==> src/hdl/irh_cfg.svh <==
// offsets, field positions, reset values and codes of the receive handshake block
// assumes a 32-bit axi4-lite register bus and byte addresses
`ifndef IRH_CFG_SVH
`define IRH_CFG_SVH
`define IRH_ADDR_W       8
`define IRH_OFF_EXT      8'h00
`define IRH_OFF_CTRL     8'h04
`define IRH_OFF_DATA     8'h08
`define IRH_OFF_CLR      8'h0c
`define IRH_OFF_STAT     8'h10
`define IRH_OFF_MASK     8'h14
`define IRH_EXT_MASK_BIT 7
`define IRH_EXT_HS_BIT   6
`define IRH_EXT_RDY_BIT  5
`define IRH_CTRL_EN_BIT  0
`define IRH_CTRL_TRS_BIT 1
`define IRH_CTRL_SLV_BIT 2
`define IRH_CTRL_RST     3'h0
`define IRH_IRQ_STOP_BIT 0
`define IRH_IRQ_RX_BIT   1
`define IRH_CLR_CODE     4'h5
`define IRH_CLR_CODE_ALL 4'h7
`define IRH_LAST_BIT     4'h8
`define IRH_RESP_OK      2'h0
`define IRH_RESP_ERR     2'h2
`endif

==> src/hdl/irh_pkg.sv <==
// types shared by the receive handshake block
// assumes nothing beyond a systemverilog tool
package irh_pkg;
	// gray order: idle -> shift -> hold
	typedef enum logic [1:0] {
		IRH_IDLE  = 2'b00,
		IRH_SHIFT = 2'b01,
		IRH_HOLD  = 2'b11
	} irh_rx_st_t;
	typedef logic [31:0] irh_word_t;
endpackage

==> src/hdl/irh_top.sv <==
// two-wire bus receive path: stop interrupt mask, handshake reception, ready flag
// assumes axi4-lite master on sys_clk; scl and sda arrive asynchronously
//
// The address map and register access over AXI4-Lite are this design's own decisions.
`include "irh_cfg.svh"
module irh_top (
	// clock and reset
	input  wire logic                   sys_clk,
	input  wire logic                   nrst,
	// axi4-lite write
	input  wire logic [`IRH_ADDR_W-1:0] s_axi_awaddr,
	input  wire logic                   s_axi_awvalid,
	output logic                        s_axi_awready,
	input  wire irh_pkg::irh_word_t     s_axi_wdata,
	input  wire logic [3:0]             s_axi_wstrb,
	input  wire logic                   s_axi_wvalid,
	output logic                        s_axi_wready,
	output logic [1:0]                  s_axi_bresp,
	output logic                        s_axi_bvalid,
	input  wire logic                   s_axi_bready,
	// axi4-lite read
	input  wire logic [`IRH_ADDR_W-1:0] s_axi_araddr,
	input  wire logic                   s_axi_arvalid,
	output logic                        s_axi_arready,
	output irh_pkg::irh_word_t          s_axi_rdata,
	output logic [1:0]                  s_axi_rresp,
	output logic                        s_axi_rvalid,
	input  wire logic                   s_axi_rready,
	// bus pins
	input  wire logic                   scl_i,
	output logic                        scl_o,
	output logic                        scl_oe,
	input  wire logic                   sda_i,
	// interrupt
	output logic                        irq
);
	import irh_pkg::*;

	// reset release through two flops
	logic rst_m_q, rst_n_q;
	always_ff @(posedge sys_clk or negedge nrst) begin
		if (!nrst) begin
			rst_m_q <= 1'b0;
			rst_n_q <= 1'b0;
		end else begin
			rst_m_q <= 1'b1;
			rst_n_q <= rst_m_q;
		end
	end

	// pin synchronisers; only the second stage and later are read
	logic scl_m_q, scl_s_q, scl_p_q;
	logic sda_m_q, sda_s_q, sda_p_q;
	always_ff @(posedge sys_clk or negedge rst_n_q) begin
		if (!rst_n_q) begin
			scl_m_q <= 1'b1;
			scl_s_q <= 1'b1;
			scl_p_q <= 1'b1;
			sda_m_q <= 1'b1;
			sda_s_q <= 1'b1;
			sda_p_q <= 1'b1;
		end else begin
			scl_m_q <= scl_i;
			scl_s_q <= scl_m_q;
			scl_p_q <= scl_s_q;
			sda_m_q <= sda_i;
			sda_s_q <= sda_m_q;
			sda_p_q <= sda_s_q;
		end
	end

	// bus slave state
	logic                   awrdy_q, awrdy_d, wrdy_q, wrdy_d;
	logic                   awful_q, awful_d, wful_q, wful_d;
	logic [`IRH_ADDR_W-1:0] waddr_q, waddr_d;
	irh_word_t              wdata_q, wdata_d;
	logic                   wstb_q, wstb_d; // lane 0 strobe, taken with its data
	logic                   bval_q, bval_d;
	logic [1:0]             bresp_q, bresp_d;
	logic                   arrdy_q, arrdy_d, rval_q, rval_d;
	irh_word_t              rdata_q, rdata_d;
	logic [1:0]             rresp_q, rresp_d;
	// block state
	logic [1:0]             ext_q, ext_d;
	logic [2:0]             ctrl_q, ctrl_d;
	logic [1:0]             stat_q, stat_d, imask_q, imask_d;
	logic                   flag_q, flag_d, pend_q, pend_d;
	logic                   xfer_q, xfer_d, irq_q, irq_d;
	logic                   oe_q, oe_d;
	logic [7:0]             shift_q, shift_d, rbuf_q, rbuf_d;
	logic [3:0]             cnt_q, cnt_d;
	irh_rx_st_t             st_q, st_d;
	// decoded events
	logic                   wr_go, rd_go, rd_hit, st_hit, clr_c;
	logic                   rx_on, rise, start_c, stop_c, done_c, flag_eff;
	logic [`IRH_ADDR_W-1:0] wa;
	irh_word_t              wd;

	// a write commits once address and data are both held
	always_comb begin
		awful_d = awful_q | (s_axi_awvalid & awrdy_q);
		wful_d  = wful_q | (s_axi_wvalid & wrdy_q);
		waddr_d = (s_axi_awvalid & awrdy_q) ? s_axi_awaddr : waddr_q;
		wdata_d = (s_axi_wvalid & wrdy_q) ? s_axi_wdata : wdata_q;
		wstb_d  = (s_axi_wvalid & wrdy_q) ? s_axi_wstrb[0] : wstb_q;
		wr_go   = awful_d & wful_d & ~bval_q;
		wa      = waddr_d;
		wd      = wdata_d;
		bval_d  = wr_go | (bval_q & ~s_axi_bready);
		bresp_d = bresp_q;
		if (wr_go) begin
			awful_d = 1'b0;
			wful_d  = 1'b0;
			if (wa == `IRH_OFF_EXT || wa == `IRH_OFF_CTRL || wa == `IRH_OFF_CLR
				|| wa == `IRH_OFF_MASK) begin
				bresp_d = `IRH_RESP_OK;
			end else begin
				bresp_d = `IRH_RESP_ERR;
			end
		end
		awrdy_d = ~awful_d & ~bval_d;
		wrdy_d  = ~wful_d & ~bval_d;
		// read: one outstanding, data registered with the answer
		rd_go   = s_axi_arvalid & arrdy_q;
		rval_d  = rd_go | (rval_q & ~s_axi_rready);
		arrdy_d = ~rval_d;
		rdata_d = rdata_q;
		rresp_d = rresp_q;
		rd_hit  = rd_go & (s_axi_araddr == `IRH_OFF_DATA);
		st_hit  = rd_go & (s_axi_araddr == `IRH_OFF_STAT);
		if (rd_go) begin
			rdata_d = '0;
			rresp_d = `IRH_RESP_OK;
			if (s_axi_araddr == `IRH_OFF_EXT) begin
				rdata_d[7:5] = {ext_q, flag_q};
			end else if (s_axi_araddr == `IRH_OFF_CTRL) begin
				rdata_d[2:0] = ctrl_q;
			end else if (s_axi_araddr == `IRH_OFF_DATA) begin
				rdata_d[7:0] = rbuf_q;
			end else if (s_axi_araddr == `IRH_OFF_CLR) begin
				rdata_d[3:0] = 4'hf; // code field always reads ones
			end else if (s_axi_araddr == `IRH_OFF_STAT) begin
				rdata_d[1:0] = stat_q;
			end else if (s_axi_araddr == `IRH_OFF_MASK) begin
				rdata_d[1:0] = imask_q;
			end else begin
				rresp_d = `IRH_RESP_ERR;
			end
		end
	end

	always_ff @(posedge sys_clk or negedge rst_n_q) begin
		if (!rst_n_q) begin
			awrdy_q <= 1'b0;
			wrdy_q  <= 1'b0;
			awful_q <= 1'b0;
			wful_q  <= 1'b0;
			waddr_q <= '0;
			wdata_q <= '0;
			wstb_q  <= 1'b0;
			bval_q  <= 1'b0;
			bresp_q <= `IRH_RESP_OK;
			arrdy_q <= 1'b0;
			rval_q  <= 1'b0;
			rdata_q <= '0;
			rresp_q <= `IRH_RESP_OK;
		end else begin
			awrdy_q <= awrdy_d;
			wrdy_q  <= wrdy_d;
			awful_q <= awful_d;
			wful_q  <= wful_d;
			waddr_q <= waddr_d;
			wdata_q <= wdata_d;
			wstb_q  <= wstb_d;
			bval_q  <= bval_d;
			bresp_q <= bresp_d;
			arrdy_q <= arrdy_d;
			rval_q  <= rval_d;
			rdata_q <= rdata_d;
			rresp_q <= rresp_d;
		end
	end

	// receive engine, flag, clock hold and interrupt status
	always_comb begin
		ext_d   = ext_q;
		ctrl_d  = ctrl_q;
		imask_d = imask_q;
		stat_d  = stat_q & ~{2{st_hit}}; // read clears; sets below win
		flag_d  = flag_q;
		pend_d  = pend_q;
		rbuf_d  = rbuf_q;
		shift_d = shift_q;
		cnt_d   = cnt_q;
		st_d    = st_q;
		xfer_d  = 1'b0;
		clr_c   = 1'b0;
		if (wr_go && wa == `IRH_OFF_EXT && wstb_d) begin
			ext_d = wd[7:6];
		end
		if (wr_go && wa == `IRH_OFF_CTRL && wstb_d) begin
			ctrl_d = wd[2:0];
			clr_c  = ~wd[`IRH_CTRL_EN_BIT];
		end
		if (wr_go && wa == `IRH_OFF_MASK && wstb_d) begin
			imask_d = wd[1:0];
		end
		if (wr_go && wa == `IRH_OFF_CLR && wstb_d
			&& (wd[3:0] == `IRH_CLR_CODE || wd[3:0] == `IRH_CLR_CODE_ALL)) begin
			clr_c = 1'b1;
		end
		// only receive mode runs the shifter
		rx_on   = ctrl_q[`IRH_CTRL_EN_BIT] & ~ctrl_q[`IRH_CTRL_TRS_BIT];
		rise    = scl_s_q & ~scl_p_q;
		start_c = scl_s_q & scl_p_q & sda_p_q & ~sda_s_q;
		stop_c  = scl_s_q & scl_p_q & ~sda_p_q & sda_s_q;
		done_c  = rx_on & rise & (cnt_q == `IRH_LAST_BIT) & (st_q == IRH_SHIFT);
		// a read in this cycle frees the buffer, so a finishing byte lands directly
		flag_eff = flag_q & ~rd_hit;
		if (rd_hit) begin
			flag_d = 1'b0;
			if (!ctrl_q[`IRH_CTRL_TRS_BIT]) begin
				xfer_d = pend_q;
				if (st_q == IRH_HOLD) begin
					st_d = IRH_SHIFT;
				end
			end
		end
		if (xfer_q) begin
			rbuf_d = shift_q;
			flag_d = 1'b1;
			pend_d = 1'b0;
		end
		case (st_q)
			IRH_IDLE: begin
				cnt_d = '0;
			end
			IRH_SHIFT: begin
				if (rise && rx_on && cnt_q < `IRH_LAST_BIT) begin
					shift_d = {shift_q[6:0], sda_s_q};
					cnt_d   = cnt_q + 4'h1;
				end
				if (done_c) begin
					cnt_d = '0;
					if (!flag_eff) begin
						rbuf_d = shift_q;
						flag_d = 1'b1;
						if (ext_q[0]) begin
							st_d = IRH_HOLD;
						end // otherwise keep shifting
					end else begin
						// overrun guard: hold until the buffer is read
						pend_d = 1'b1;
						st_d   = IRH_HOLD;
					end
				end
			end
			IRH_HOLD: begin
				cnt_d = '0;
			end
			default: begin
				st_d = IRH_IDLE;
			end
		endcase
		if (done_c) begin
			stat_d[`IRH_IRQ_RX_BIT] = 1'b1;
		end
		if (start_c && rx_on && st_q != IRH_HOLD) begin
			st_d  = IRH_SHIFT;
			cnt_d = '0;
		end
		if (stop_c && st_q != IRH_HOLD) begin
			st_d = IRH_IDLE;
		end
		// bus_irq_flag: stop in enabled slave mode unless masked
		if (stop_c && ctrl_q[`IRH_CTRL_SLV_BIT] && ctrl_q[`IRH_CTRL_EN_BIT]
			&& !ext_q[1]) begin
			stat_d[`IRH_IRQ_STOP_BIT] = 1'b1;
		end
		if (clr_c) begin
			flag_d = 1'b0;
			pend_d = 1'b0;
			xfer_d = 1'b0;
			cnt_d  = '0;
			st_d   = IRH_IDLE;
		end
		// drive scl low only once it is already low, never cut a high phase
		oe_d  = (st_d == IRH_HOLD) & (oe_q | ~scl_s_q);
		irq_d = |(stat_q & imask_q);
	end

	always_ff @(posedge sys_clk or negedge rst_n_q) begin
		if (!rst_n_q) begin
			ext_q   <= 2'b00;
			ctrl_q  <= `IRH_CTRL_RST;
			imask_q <= 2'b00;
			stat_q  <= 2'b00;
			flag_q  <= 1'b0;
			pend_q  <= 1'b0;
			xfer_q  <= 1'b0;
			rbuf_q  <= 8'h00;
			shift_q <= 8'h00;
			cnt_q   <= 4'h0;
			st_q    <= IRH_IDLE;
			oe_q    <= 1'b0;
			irq_q   <= 1'b0;
		end else begin
			ext_q   <= ext_d;
			ctrl_q  <= ctrl_d;
			imask_q <= imask_d;
			stat_q  <= stat_d;
			flag_q  <= flag_d;
			pend_q  <= pend_d;
			xfer_q  <= xfer_d;
			rbuf_q  <= rbuf_d;
			shift_q <= shift_d;
			cnt_q   <= cnt_d;
			st_q    <= st_d;
			oe_q    <= oe_d;
			irq_q   <= irq_d;
		end
	end

	// outputs straight from flops
	assign s_axi_awready = awrdy_q;
	assign s_axi_wready  = wrdy_q;
	assign s_axi_bvalid  = bval_q;
	assign s_axi_bresp   = bresp_q;
	assign s_axi_arready = arrdy_q;
	assign s_axi_rvalid  = rval_q;
	assign s_axi_rdata   = rdata_q;
	assign s_axi_rresp   = rresp_q;
	assign scl_o         = 1'b0; // open drain: only the enable toggles
	assign scl_oe        = oe_q;
	assign irq           = irq_q;
endmodule

==> config.mk <==
export PLATFORM = sky130hd
export DESIGN_NAME = irh_top
export DESIGN_NICKNAME = d
export VERILOG_FILES = /design/src/hdl/irh_pkg.sv /design/src/hdl/irh_top.sv
export VERILOG_INCLUDE_DIRS = /design/src /design/src/hdl
export SDC_FILE = /design/constraint.sdc
export NUM_CORES = 1
export LEC_CHECK = 0
export ABC_CLOCK_PERIOD_IN_PS = 2300
export BUFFER_PORTS_ARGS = -buffer_cell sky130_fd_sc_hd__clkbuf_2
export CAP_MARGIN = 30
export CORE_UTILIZATION = 48
export CTS_BUF_LIST = sky130_fd_sc_hd__clkbuf_8
export DETAILED_ROUTE_END_ITERATION = 7
export HOLD_SLACK_MARGIN = 0.15
export PLACE_DENSITY = 0.78
export SKIP_LAST_GASP = 1
export SLEW_MARGIN = 10
export SYNTH_ARGS = -nofsm -noshare
export SYNTH_HDL_FRONTEND = slang
export SYNTH_SLANG_ARGS = --single-unit
export TNS_END_PERCENT = 5
==> constraint.sdc <==
create_clock -name sys_clk -period 2.3 [get_ports sys_clk]
set_input_delay 0.69 -clock sys_clk [delete_from_list [all_inputs] [get_ports sys_clk]]
set_output_delay 0.69 -clock sys_clk [all_outputs]
set_load 0.005 [all_outputs]
; Word-level counts from Yosys, hierarchy flattened
; Index checks and enable logic that the tools add are counted.
[classes]
addsub = 1
n_mul = 0
div = 0
order_cmp = 1
n_eq_ne = 16
n_shift = 0
mux = 59
n_bitwise = 45
n_reduce_logical = 30
[op_table]
columns = operator, n
row1 = 8-bit two-way mux, 6
row2 = 2-bit two-way mux, 20
row3 = 8-bit by 4-bit == test with 1-bit output (second input constant), 3
row4 = 8-bit by 5-bit == test with 1-bit output (second input constant), 3
row5 = 4-bit two-way mux, 6
row6 = 1-bit AND, 23
row7 = 1-bit two-way mux, 21
row8 = 1-bit logical AND, 17
row9 = 8-bit by 3-bit == test with 1-bit output (second input constant), 2
row10 = 8-bit zero test, 2
row11 = 1-bit inverter, 14
row12 = 5-bit two-way mux, 2
row13 = 4-bit by 3-bit == test with 1-bit output (second input constant), 2
row14 = 4-bit case mux with 2 select lines, 1
row15 = 3-bit two-way mux, 2
row16 = 5-bit by 3-bit inequality test with 1-bit output (second input constant), 1
row17 = 1-bit OR, 5
row18 = 4-bit by 1-bit adder with 4-bit output (second input constant), 1
row19 = 2-bit AND, 2
row20 = 2-bit == test (second input constant), 2
row21 = 4-bit == test (second input constant), 1
row22 = 1-bit logical OR, 4
row23 = 4-bit < comparator (second input constant), 1
row24 = 2-bit case mux with 2 select lines, 1
row25 = 8 further kinds, 10
[word_totals]
ff_bits = 80
latch_bits = 0
ramBits = 0
romBits = 0
out_inout_bits = 44
n_memories = 0

; Longest topological paths before layout
; Gate-level depths: netlist of the first run.
[logic_depth]
ltp_word = 13
mapped_depth = 8

; Worst setup path before layout of the first run
; No wires, ideal clock.
[synth_path]
kind = input port to flip-flop
startpoint = input s_axi_awvalid
endpoint = register oe_q, in the netlist scl_oe
arrival_time_ps = 2513
required_ps = 2154
path_slack_ps = -360
stages = 6
n_path_buf = 0
path_cell_list = nand2_2 -> mux2_4 -> a211o_1 -> or4_4 -> a2111oi_4 -> nor3_1
[synth_lines]
columns = element, line_no
row1 = "start, declared", irh_top.sv:12  ; input wire logic s_axi_awvalid,
row2 = 1-bit AND (*), irh_top.sv:103  ; waddr_d = (s_axi_awvalid & awrdy_q) ? s_axi_awaddr : waddr_q;
row3 = 8-bit two-way mux (*), irh_top.sv:103
row4 = named net wa[5], irh_top.sv:96  ; logic [`IRH_ADDR_W-1:0] wa;
row5 = 8-bit by 3-bit == test with 1-bit output (no line) / 8-bit by 4-bit == test with 1-bit output (equally long branches), --
row6 = 1-bit logical AND (no line), --
row7 = 1-bit logical AND (on tied branches), "irh_top.sv:201, irh_top.sv:208"
row8 = 1-bit two-way mux / 1-bit logical AND (equally long branches), "irh_top.sv:201, irh_top.sv:208"
row9 = 1-bit two-way mux (*), irh_top.sv:208  ; if (wr_go && wa == `IRH_OFF_CLR && wstb_d
row10 = 2-bit two-way mux (*), irh_top.sv:280  ; if (clr_c) begin
row11 = 2-bit == test (*), irh_top.sv:288  ; oe_d = (st_d == IRH_HOLD) & (oe_q | ~scl_s_q);
row12 = 1-bit AND (*), irh_top.sv:288
row13 = named net oe_d, irh_top.sv:89  ; logic oe_q, oe_d;
row14 = "end signal, assigned", irh_top.sv:305  ; oe_q <= 1'b0;
row15 = "end signal, assigned", irh_top.sv:319  ; oe_q <= oe_d;
row16 = "end, declared", irh_top.sv:89
; Mark *: on every way through the listed nets, which the timed path passes. The rest lies on a longest branch.
; A chain may end at the register's enable or synchronous reset.

; Final worst setup path of the first run
[layout_path]
startpoint = input s_axi_awaddr[0]
endpoint = register imask_q[1]
[layout_via]
elab_chain_cells = 4
[layout_rtl]
columns = element, line_no
row1 = "start, declared", irh_top.sv:11  ; input wire logic [`IRH_ADDR_W-1:0] s_axi_awaddr,
row2 = 8-bit two-way mux, irh_top.sv:103
row3 = 8-bit by 5-bit == test with 1-bit output (no line), --
row4 = 1-bit logical AND (no line), --
row5 = 1-bit logical AND, irh_top.sv:205  ; if (wr_go && wa == `IRH_OFF_MASK && wstb_d) begin
row6 = "end signal, assigned", irh_top.sv:310  ; imask_q <= imask_d;
row7 = "end, declared", irh_top.sv:86  ; logic [1:0] stat_q, stat_d, imask_q, imask_d;
; Every way passes these cells.

==> summary.txt, run 1 <==
status = complete, but fails checks
failing checks = negative setup slack
CP arrival = 2610 ps
placed instance count = 483
Num Clock Sinks = 76
CTS H-tree lvls = 3
synthesis-to-finish area growth = 19.44%
Post-Place Setup Slack = -470.9 ps
VDD IR max = 0.3237 mV
type of origin of the critical path = input pin
# DRC = 0
HPWL Detailed = 4.957 mm
largest cells by area after synthesis = dfrtp_1, mux2_2, buf_4
Worst Setup Path Type = in2reg
initial antenna violation count = 0
CTS tree = yes
final worst-path cycle share = 1.032
Finish-stage setup viols = 12
all-layer global routing usage = 0.1864
syn_area_per_cell = 11.26 um^2
clk root buf = clkbuf_8
Syn. warnings = 0
Post-Synthesis Cells = 316
Mapped Area = 3558 um^2
die height = 88.10 um
cts bufs inserted = 9
most frequent cell after synthesis = dfrtp_1
Main synth FF type = dfrtp_1
Pwr Density = 808.6 nW/um^2
critical-path maximum fanout = 3
Worst-path clk slew = 80 ps
largest area contributor in the netlist = dfrtp_1
RSZ-0062 raised after global routing = yes
number of non-filler instances in the completed layout = 500
largest net degree at the start of global routing = 75
dpl cell area = 4021 um^2
total negative slack = -651.7 ps
Clock Tree Buf Depth = 2
required time of the critical path = 2540 ps
FMAX = 421.2 MHz
final net count = 463
Pre-Repair DR Iteration Count = 4
Hold Fails Final Rpt = 0
post-synthesis cell type count = 48
IO Pins = 105
Final GP Congestion = 0.8478
Tmin final = 2374 ps
Vias per Instance = 5.068
Initial Util = 0.4932
vias in the first global route = 2,437
sequential-to-total area share from yosys stat = 0.5366
EDFF count, synth = 0
Util after Layout = 0.5891
classification of the worst-slack hold path = reg2async
skew final = 10.36 ps
core area = 7214 um^2
Routed WL = 6.525 mm
Worst-Margin Slew = 703.0 ps
number of diodes = 0
Slew headroom = 0.5313
Post-CTS Setup Inserts = 0
Port Buf Inserts = 48
DR WL/cell = 13.05 um
die area = 7762 um^2
Commonest cells post-synth = dfrtp_1, mux2_2, buf_4, nor2_1, nand2_1
standard-cell rows = 31
Crit. End Element = flop
Final ANT Viol Nets = 0
Skew-Pair Late Insertion Delay = 360 ps
R2R cell count = 7
share of layout cells above drive strength 1 = 0.3516
first-pass GRT wire length = 10.87 mm
max-slew violations = 0
Synth top area share = 0.4923
fin area = 4250 um^2
FF-to-FF End = st_q[0]$_DFF_PN0_
MaxCap Viol Count = 0
die width = 88.10 um
GRT overflow = 0
leakage power = 0.002083 uW
async set-reset flop share out of synthesis = 1.000
Synth Register Bits = 76
final setup margin = -73.91 ps
FF-to-FF setup slack = 30 ps
r2r startpoint = s_axi_awready$_DFF_PN0_
Initial DRC Count = 211
Filler cells = 603
Vias = 2,534
[layer usage]
layer	GRT usage	vias to the layer above	wire length, um
li1	-	1218	-
met1	0.2220	1236	2775
met2	0.3185	64	3322
met3	0.03676	16	242
met4	0.1012	0	184
met5	0	-	0
[cell usage in the layout (no fill, tap or decap), types with 2 or more instances in the layout]
cell / instances
inv_1: 14
nor4_1: 3
nand2_1: 22
a31oi_1: 2
nand2b_1: 4
o31ai_1: 2
a21o_1: 3
a22o_1: 2
mux2i_1: 6
conb_1: 28
clkbuf_2: 48
a21oi_1: 17
or4_1: 2
or3_1: 2
nor2_1: 23
dfstp_2: 6
clkbuf_8: 10
o21ai_0: 15
mux2_2: 35
buf_4: 24
nand3_1: 2
nand4b_1: 3
nor3_1: 8
nor2b_1: 7
ha_1: 6
dfrtp_1: 69
nand3b_1: 4
[logic make-up (layout without fill, tap and decap cells)]
family          Yosys count  in the layout  synth area share
compound gates           52             52           0.09318
buf+inv                  45            104           0.07595
fa+ha+maj                 6              6           0.02110
mux                      42             42            0.1319
simple gates             93             93            0.1392
flops                    76             76            0.5366
other cells               2             28          0.002110
[flip-flops by register name, summed over array words and instances, names as in the netlist, 2 cells and up]
signal	cells
st_q	2
ext_q	2
stat_q	2
waddr_q	8
wdata_q	6
shift_q	8
rbuf_q	8
s_axi_rdata	8
imask_q	2
ctrl_q	3
cnt_q	4
[report_power, final]
part | total (uW) | internal, uW | leakage [uW] | switching (uW)
Clock | 1010 | 530 | 0.000104 | 483
Sequential | 1680 | 1550 | 0.000977 | 126
Combinational | 745 | 378 | 0.00100 | 368
Total | 3440 | 2460 | 0.00208 | 977
[how the worst max path moves through the flow]
stage / to / slack (ps) / from / cells past startpoint
2_1_floorplan: st_q[0]$_DFF_PN0_ / -280 / s_axi_awaddr[0] / 6
3_3_place_gp: imask_q[0]$_DFFE_PN0P_ / -440 / s_axi_awaddr[0] / 7
3_5_place_dp: imask_q[1]$_DFFE_PN0P_ / -470 / s_axi_awaddr[0] / 7
4_1_cts: imask_q[1]$_DFFE_PN0P_ / -80 / s_axi_awaddr[0] / 7
5_1_grt: st_q[0]$_DFF_PN0_ / -130 / s_axi_awaddr[0] / 8
6_report: imask_q[1]$_DFFE_PN0P_ / -70 / s_axi_awaddr[0] / 7
[layout make-up]
type / count / area (um^2) / area share
sequential: 76 / 1911 / 0.4495
clock inverter: 6 / 63.81 / 0.01501
multi-input combinational: 221 / 1504 / 0.3538
tap: 99 / 123.9 / 0.02914
clock buffer: 10 / 137.6 / 0.03238
timing repair buffer: 75 / 461.7 / 0.1086
inverter: 13 / 48.80 / 0.01148
[worst max-delay path, stage by stage]
cell	delay, ps
clkbuf_2	80
or4_1	540
or3_1	370
a21oi_4	180
and3b_2	230
and3_4	190
mux2_2	330
[repair_timing]
| action | 4_1_cts | 5_1_grt |
|---|---|---|
| endpoints found under the setup margin | 12 | 17 |
| pin swaps | 2 | 1 |
| hold endpoints to repair | 2 | 0 |
| gates resized for setup | 3 | 1 |
| hold buffers | 1 | 0 |
[per-stage QoR]
| stage | total power (uW) | hold WS (ps) |
|---|---|---|
| finish | 3437 | 263.6 |
| global route | 3617 | 335.9 |
| CTS | 3458 | 309.1 |
| detailed placement | 2441 | 309.8 |
| global placement | 2393 | 302.4 |
| floorplan | 2155 | 331.2 |
Power figures use the tool's default switching activity.
==> run 2, diff against run 1 <==
--- a/config.mk
+++ b/config.mk
@@ -6,14 +6,14 @@
 export SDC_FILE = /design/constraint.sdc
 export NUM_CORES = 1
 export LEC_CHECK = 0
-export ABC_CLOCK_PERIOD_IN_PS = 2300
+export ABC_CLOCK_PERIOD_IN_PS = 2400
 export BUFFER_PORTS_ARGS = -buffer_cell sky130_fd_sc_hd__clkbuf_2
 export CAP_MARGIN = 30
-export CORE_UTILIZATION = 48
+export CORE_UTILIZATION = 53
 export CTS_BUF_LIST = sky130_fd_sc_hd__clkbuf_8
 export DETAILED_ROUTE_END_ITERATION = 7
 export HOLD_SLACK_MARGIN = 0.15
-export PLACE_DENSITY = 0.78
+export PLACE_DENSITY = 0.82
 export SKIP_LAST_GASP = 1
 export SLEW_MARGIN = 10
 export SYNTH_ARGS = -nofsm -noshare
==> constraint.sdc (replaced) <==
create_clock -name sys_clk -period 2.4 [get_ports sys_clk]
set_input_delay 0.72 -clock sys_clk [delete_from_list [all_inputs] [get_ports sys_clk]]
set_output_delay 0.72 -clock sys_clk [all_outputs]
set_load 0.005 [all_outputs]
==> summary.txt, run 2 (synthesis gave the netlist of run 1 again) <==
Skew-Pair Late Insertion Delay = 360 ps (about the same)
clk root buf = clkbuf_8
initial antenna violation count = 0 (unchanged)
switching share of power = 0.2902 (+0.005918)
die width = 83.94 um (-4.7%)
Post-CTS Setup Inserts = 0 (unchanged)
Vias per Instance = 5.260 (+3.8%)
Sw Pwr = 960.2 uW (-1.7%)
first-pass GRT wire length = 11.53 mm (+6.1%)
FMAX = 411.4 MHz
HPWL Detailed = 5.040 mm (+1.7%)
cts bufs inserted = 9 (unchanged)
CTS tree = yes
P_int = 2348 uW (-4.5%)
required time of the critical path = 2650 ps (+110 ps)
Clock Tree Buf Depth = 2 (unchanged)
Pwr Density = 782.8 nW/um^2 (-3.2%)
Worst Setup Path Type = in2reg
commonest non-fill, non-tap cell in the layout = dfrtp_1
Pre-Repair DR Iteration Count = 7 (+3)
Clock Power Share = 0.296 (about the same)
core area = 6422 um^2 (-11%)
Util after Layout = 0.6581 (+0.06895)
Crit. End Element = flop
classification of the worst-slack hold path = reg2async
# DRC = 22 (+22)
die height = 83.94 um (-4.7%)
Port Buf Inserts = 48 (unchanged)
share of layout cells above drive strength 1 = 0.3548 (+0.003218)
DR WL/cell = 14.15 um (+8.5%)
Final ANT Viol Nets = 0 (unchanged)
CTS H-tree lvls = 3 (unchanged)
Slew headroom = 0.5349 (+0.003524)
Top Usage Layer GRT = met2
synthesis-to-finish area growth = 18.78%
VDD IR max = 0.4104 mV (+27%)
worst hold margin = 315.7 ps (+52.11 ps)
Worst-path clk slew = 80 ps (about the same)
largest net degree at the start of global routing = 33 (-56%)
dpl cell area = 4009 um^2 (-0.31%)
critical-path maximum fanout = 3 (unchanged)
standard-cell rows = 29 (-6.5%)
Final Total Pwr = 3308 uW (-3.7%)
sequential power share = 0.491 (+0.003)
RSZ-0062 raised after global routing = yes
CP arrival = 2680 ps (+70 ps)
Final GP Congestion = 0.8646 (+2.0%)
most frequent cells in the layout = dfrtp_1, clkbuf_2, mux2_2
Vias = 2,525 (-0.36%)
GRT overflow = 0 (unchanged)
Initial Util = 0.5541 (+0.06083)
type of origin of the critical path = input pin
leakage power = 0.002088 uW (+0.26%)
final setup margin = -30.44 ps (+43.47 ps)
combinational share of power = 0.214 (-0.003)
M1 GR Usage = 0.2569 (+0.03490)
status = complete, but fails checks
Routed WL = 6.794 mm (+4.1%)
all-layer global routing usage = 0.2101 (+0.02366)
Tmin final = 2430 ps
Finish-stage setup viols = 5 (-7)
final net count = 465 (+0.43%)
final worst-path cycle share = 1.013
Worst-Margin Slew = 697.7 ps (-5.286 ps)
MaxCap Viol Count = 0 (unchanged)
Critical path origin = s_axi_awaddr[0]
GR Layer Usage met2 = 0.3562 (+0.03765)
die area = 7046 um^2 (-9.2%)
r2r startpoint = s_axi_awready$_DFF_PN0_
vias in the first global route = 2,572 (+5.5%)
total negative slack = -81.13 ps (+570.5 ps)
Initial DRC Count = 181 (-14%)
Num Clock Sinks = 76 (unchanged)
M3 GR Usage = 0.04946 (+0.01270)
number of diodes = 0 (unchanged)
failing checks = design-rule violations, negative setup slack
IO Pins = 105 (unchanged)
Hold Fails Final Rpt = 0 (unchanged)
skew final = 8.301 ps (-2.059 ps)
fin area = 4227 um^2 (-0.56%)
max-slew violations = 0 (unchanged)
## run 2: layout make-up
| type | count | area, um^2 |
|---|---|---|
| fill | 479 | 2196 |
| sequential | 76 | 1911 |
| multi-input combinational | 221 | 1496 |
| timing repair buffer | 77 | 476.7 |
| clock buffer | 9 | 123.9 |
| tap | 77 | 96.34 |
| clock inverter | 7 | 73.82 |
| inverter | 13 | 48.80 |
## run 2: power by group through the flow
| stage | sequential, uW | clock [uW] | combinational, uW |
|---|---|---|---|
| 4_1_cts | 1620 | 999 | 711 |
| 3_5_place_dp | 1650 | 0 | 706 |
| 6_report | 1620 | 978 | 708 |
| 5_1_grt | 1640 | 1050 | 779 |
| 2_1_floorplan | 1620 | 0 | 445 |
| 3_3_place_gp | 1630 | 0 | 679 |
## run 2: critical path, cell delays in order
cell,delay [ps]
clkbuf_2,90
or4_1,530
or3_1,340
a21oi_2,220
and3b_1,240
and3_1,200
mux2_2,330
## run 2: final timing paths
kind                       depth (start not counted)                     end  slack, ps
max                                                7  imask_q[0]$_DFFE_PN0P_        -30
min                                                0    wdata_q[7]$_DFF_PN0_        320
max reg2reg                                        8       st_q[0]$_DFF_PN0_        100
min reg2reg                                        0    wdata_q[7]$_DFF_PN0_        320
max in group asynchronous                          1       sda_s_q$_DFF_PN1_       1420
min in group sys_clk                               0       rst_n_q$_DFF_PN0_        350
## run 2: stage by stage
step / instances / worst slack [ps]
6_report: 480 / -30.44
4_1_cts: 480 / 6.210
5_1_grt: 480 / -78.55
3_5_place_dp: 463 / -376.0
2_1_floorplan: 342 / -211.9
3_3_place_gp: 463 / -358.4
## run 2: routing by layer
| layer | routed length [um] | vias to the layer above |
|---|---|---|
| met1 | 3034 | 1231 |
| li1 | - | 1213 |
| met2 | 3356 | 67 |
| met4 | 110 | 0 |
| met3 | 293 | 14 |
| met5 | 0 | - |
## run 2: what timing repair did
item / CTS / global route
gates resized for setup: 1 / 1
setup endpoints to repair: 1 / 20
gates cloned: 0 / 0
hold buffers: 1 / 0
hold endpoints to repair: 2 / 0
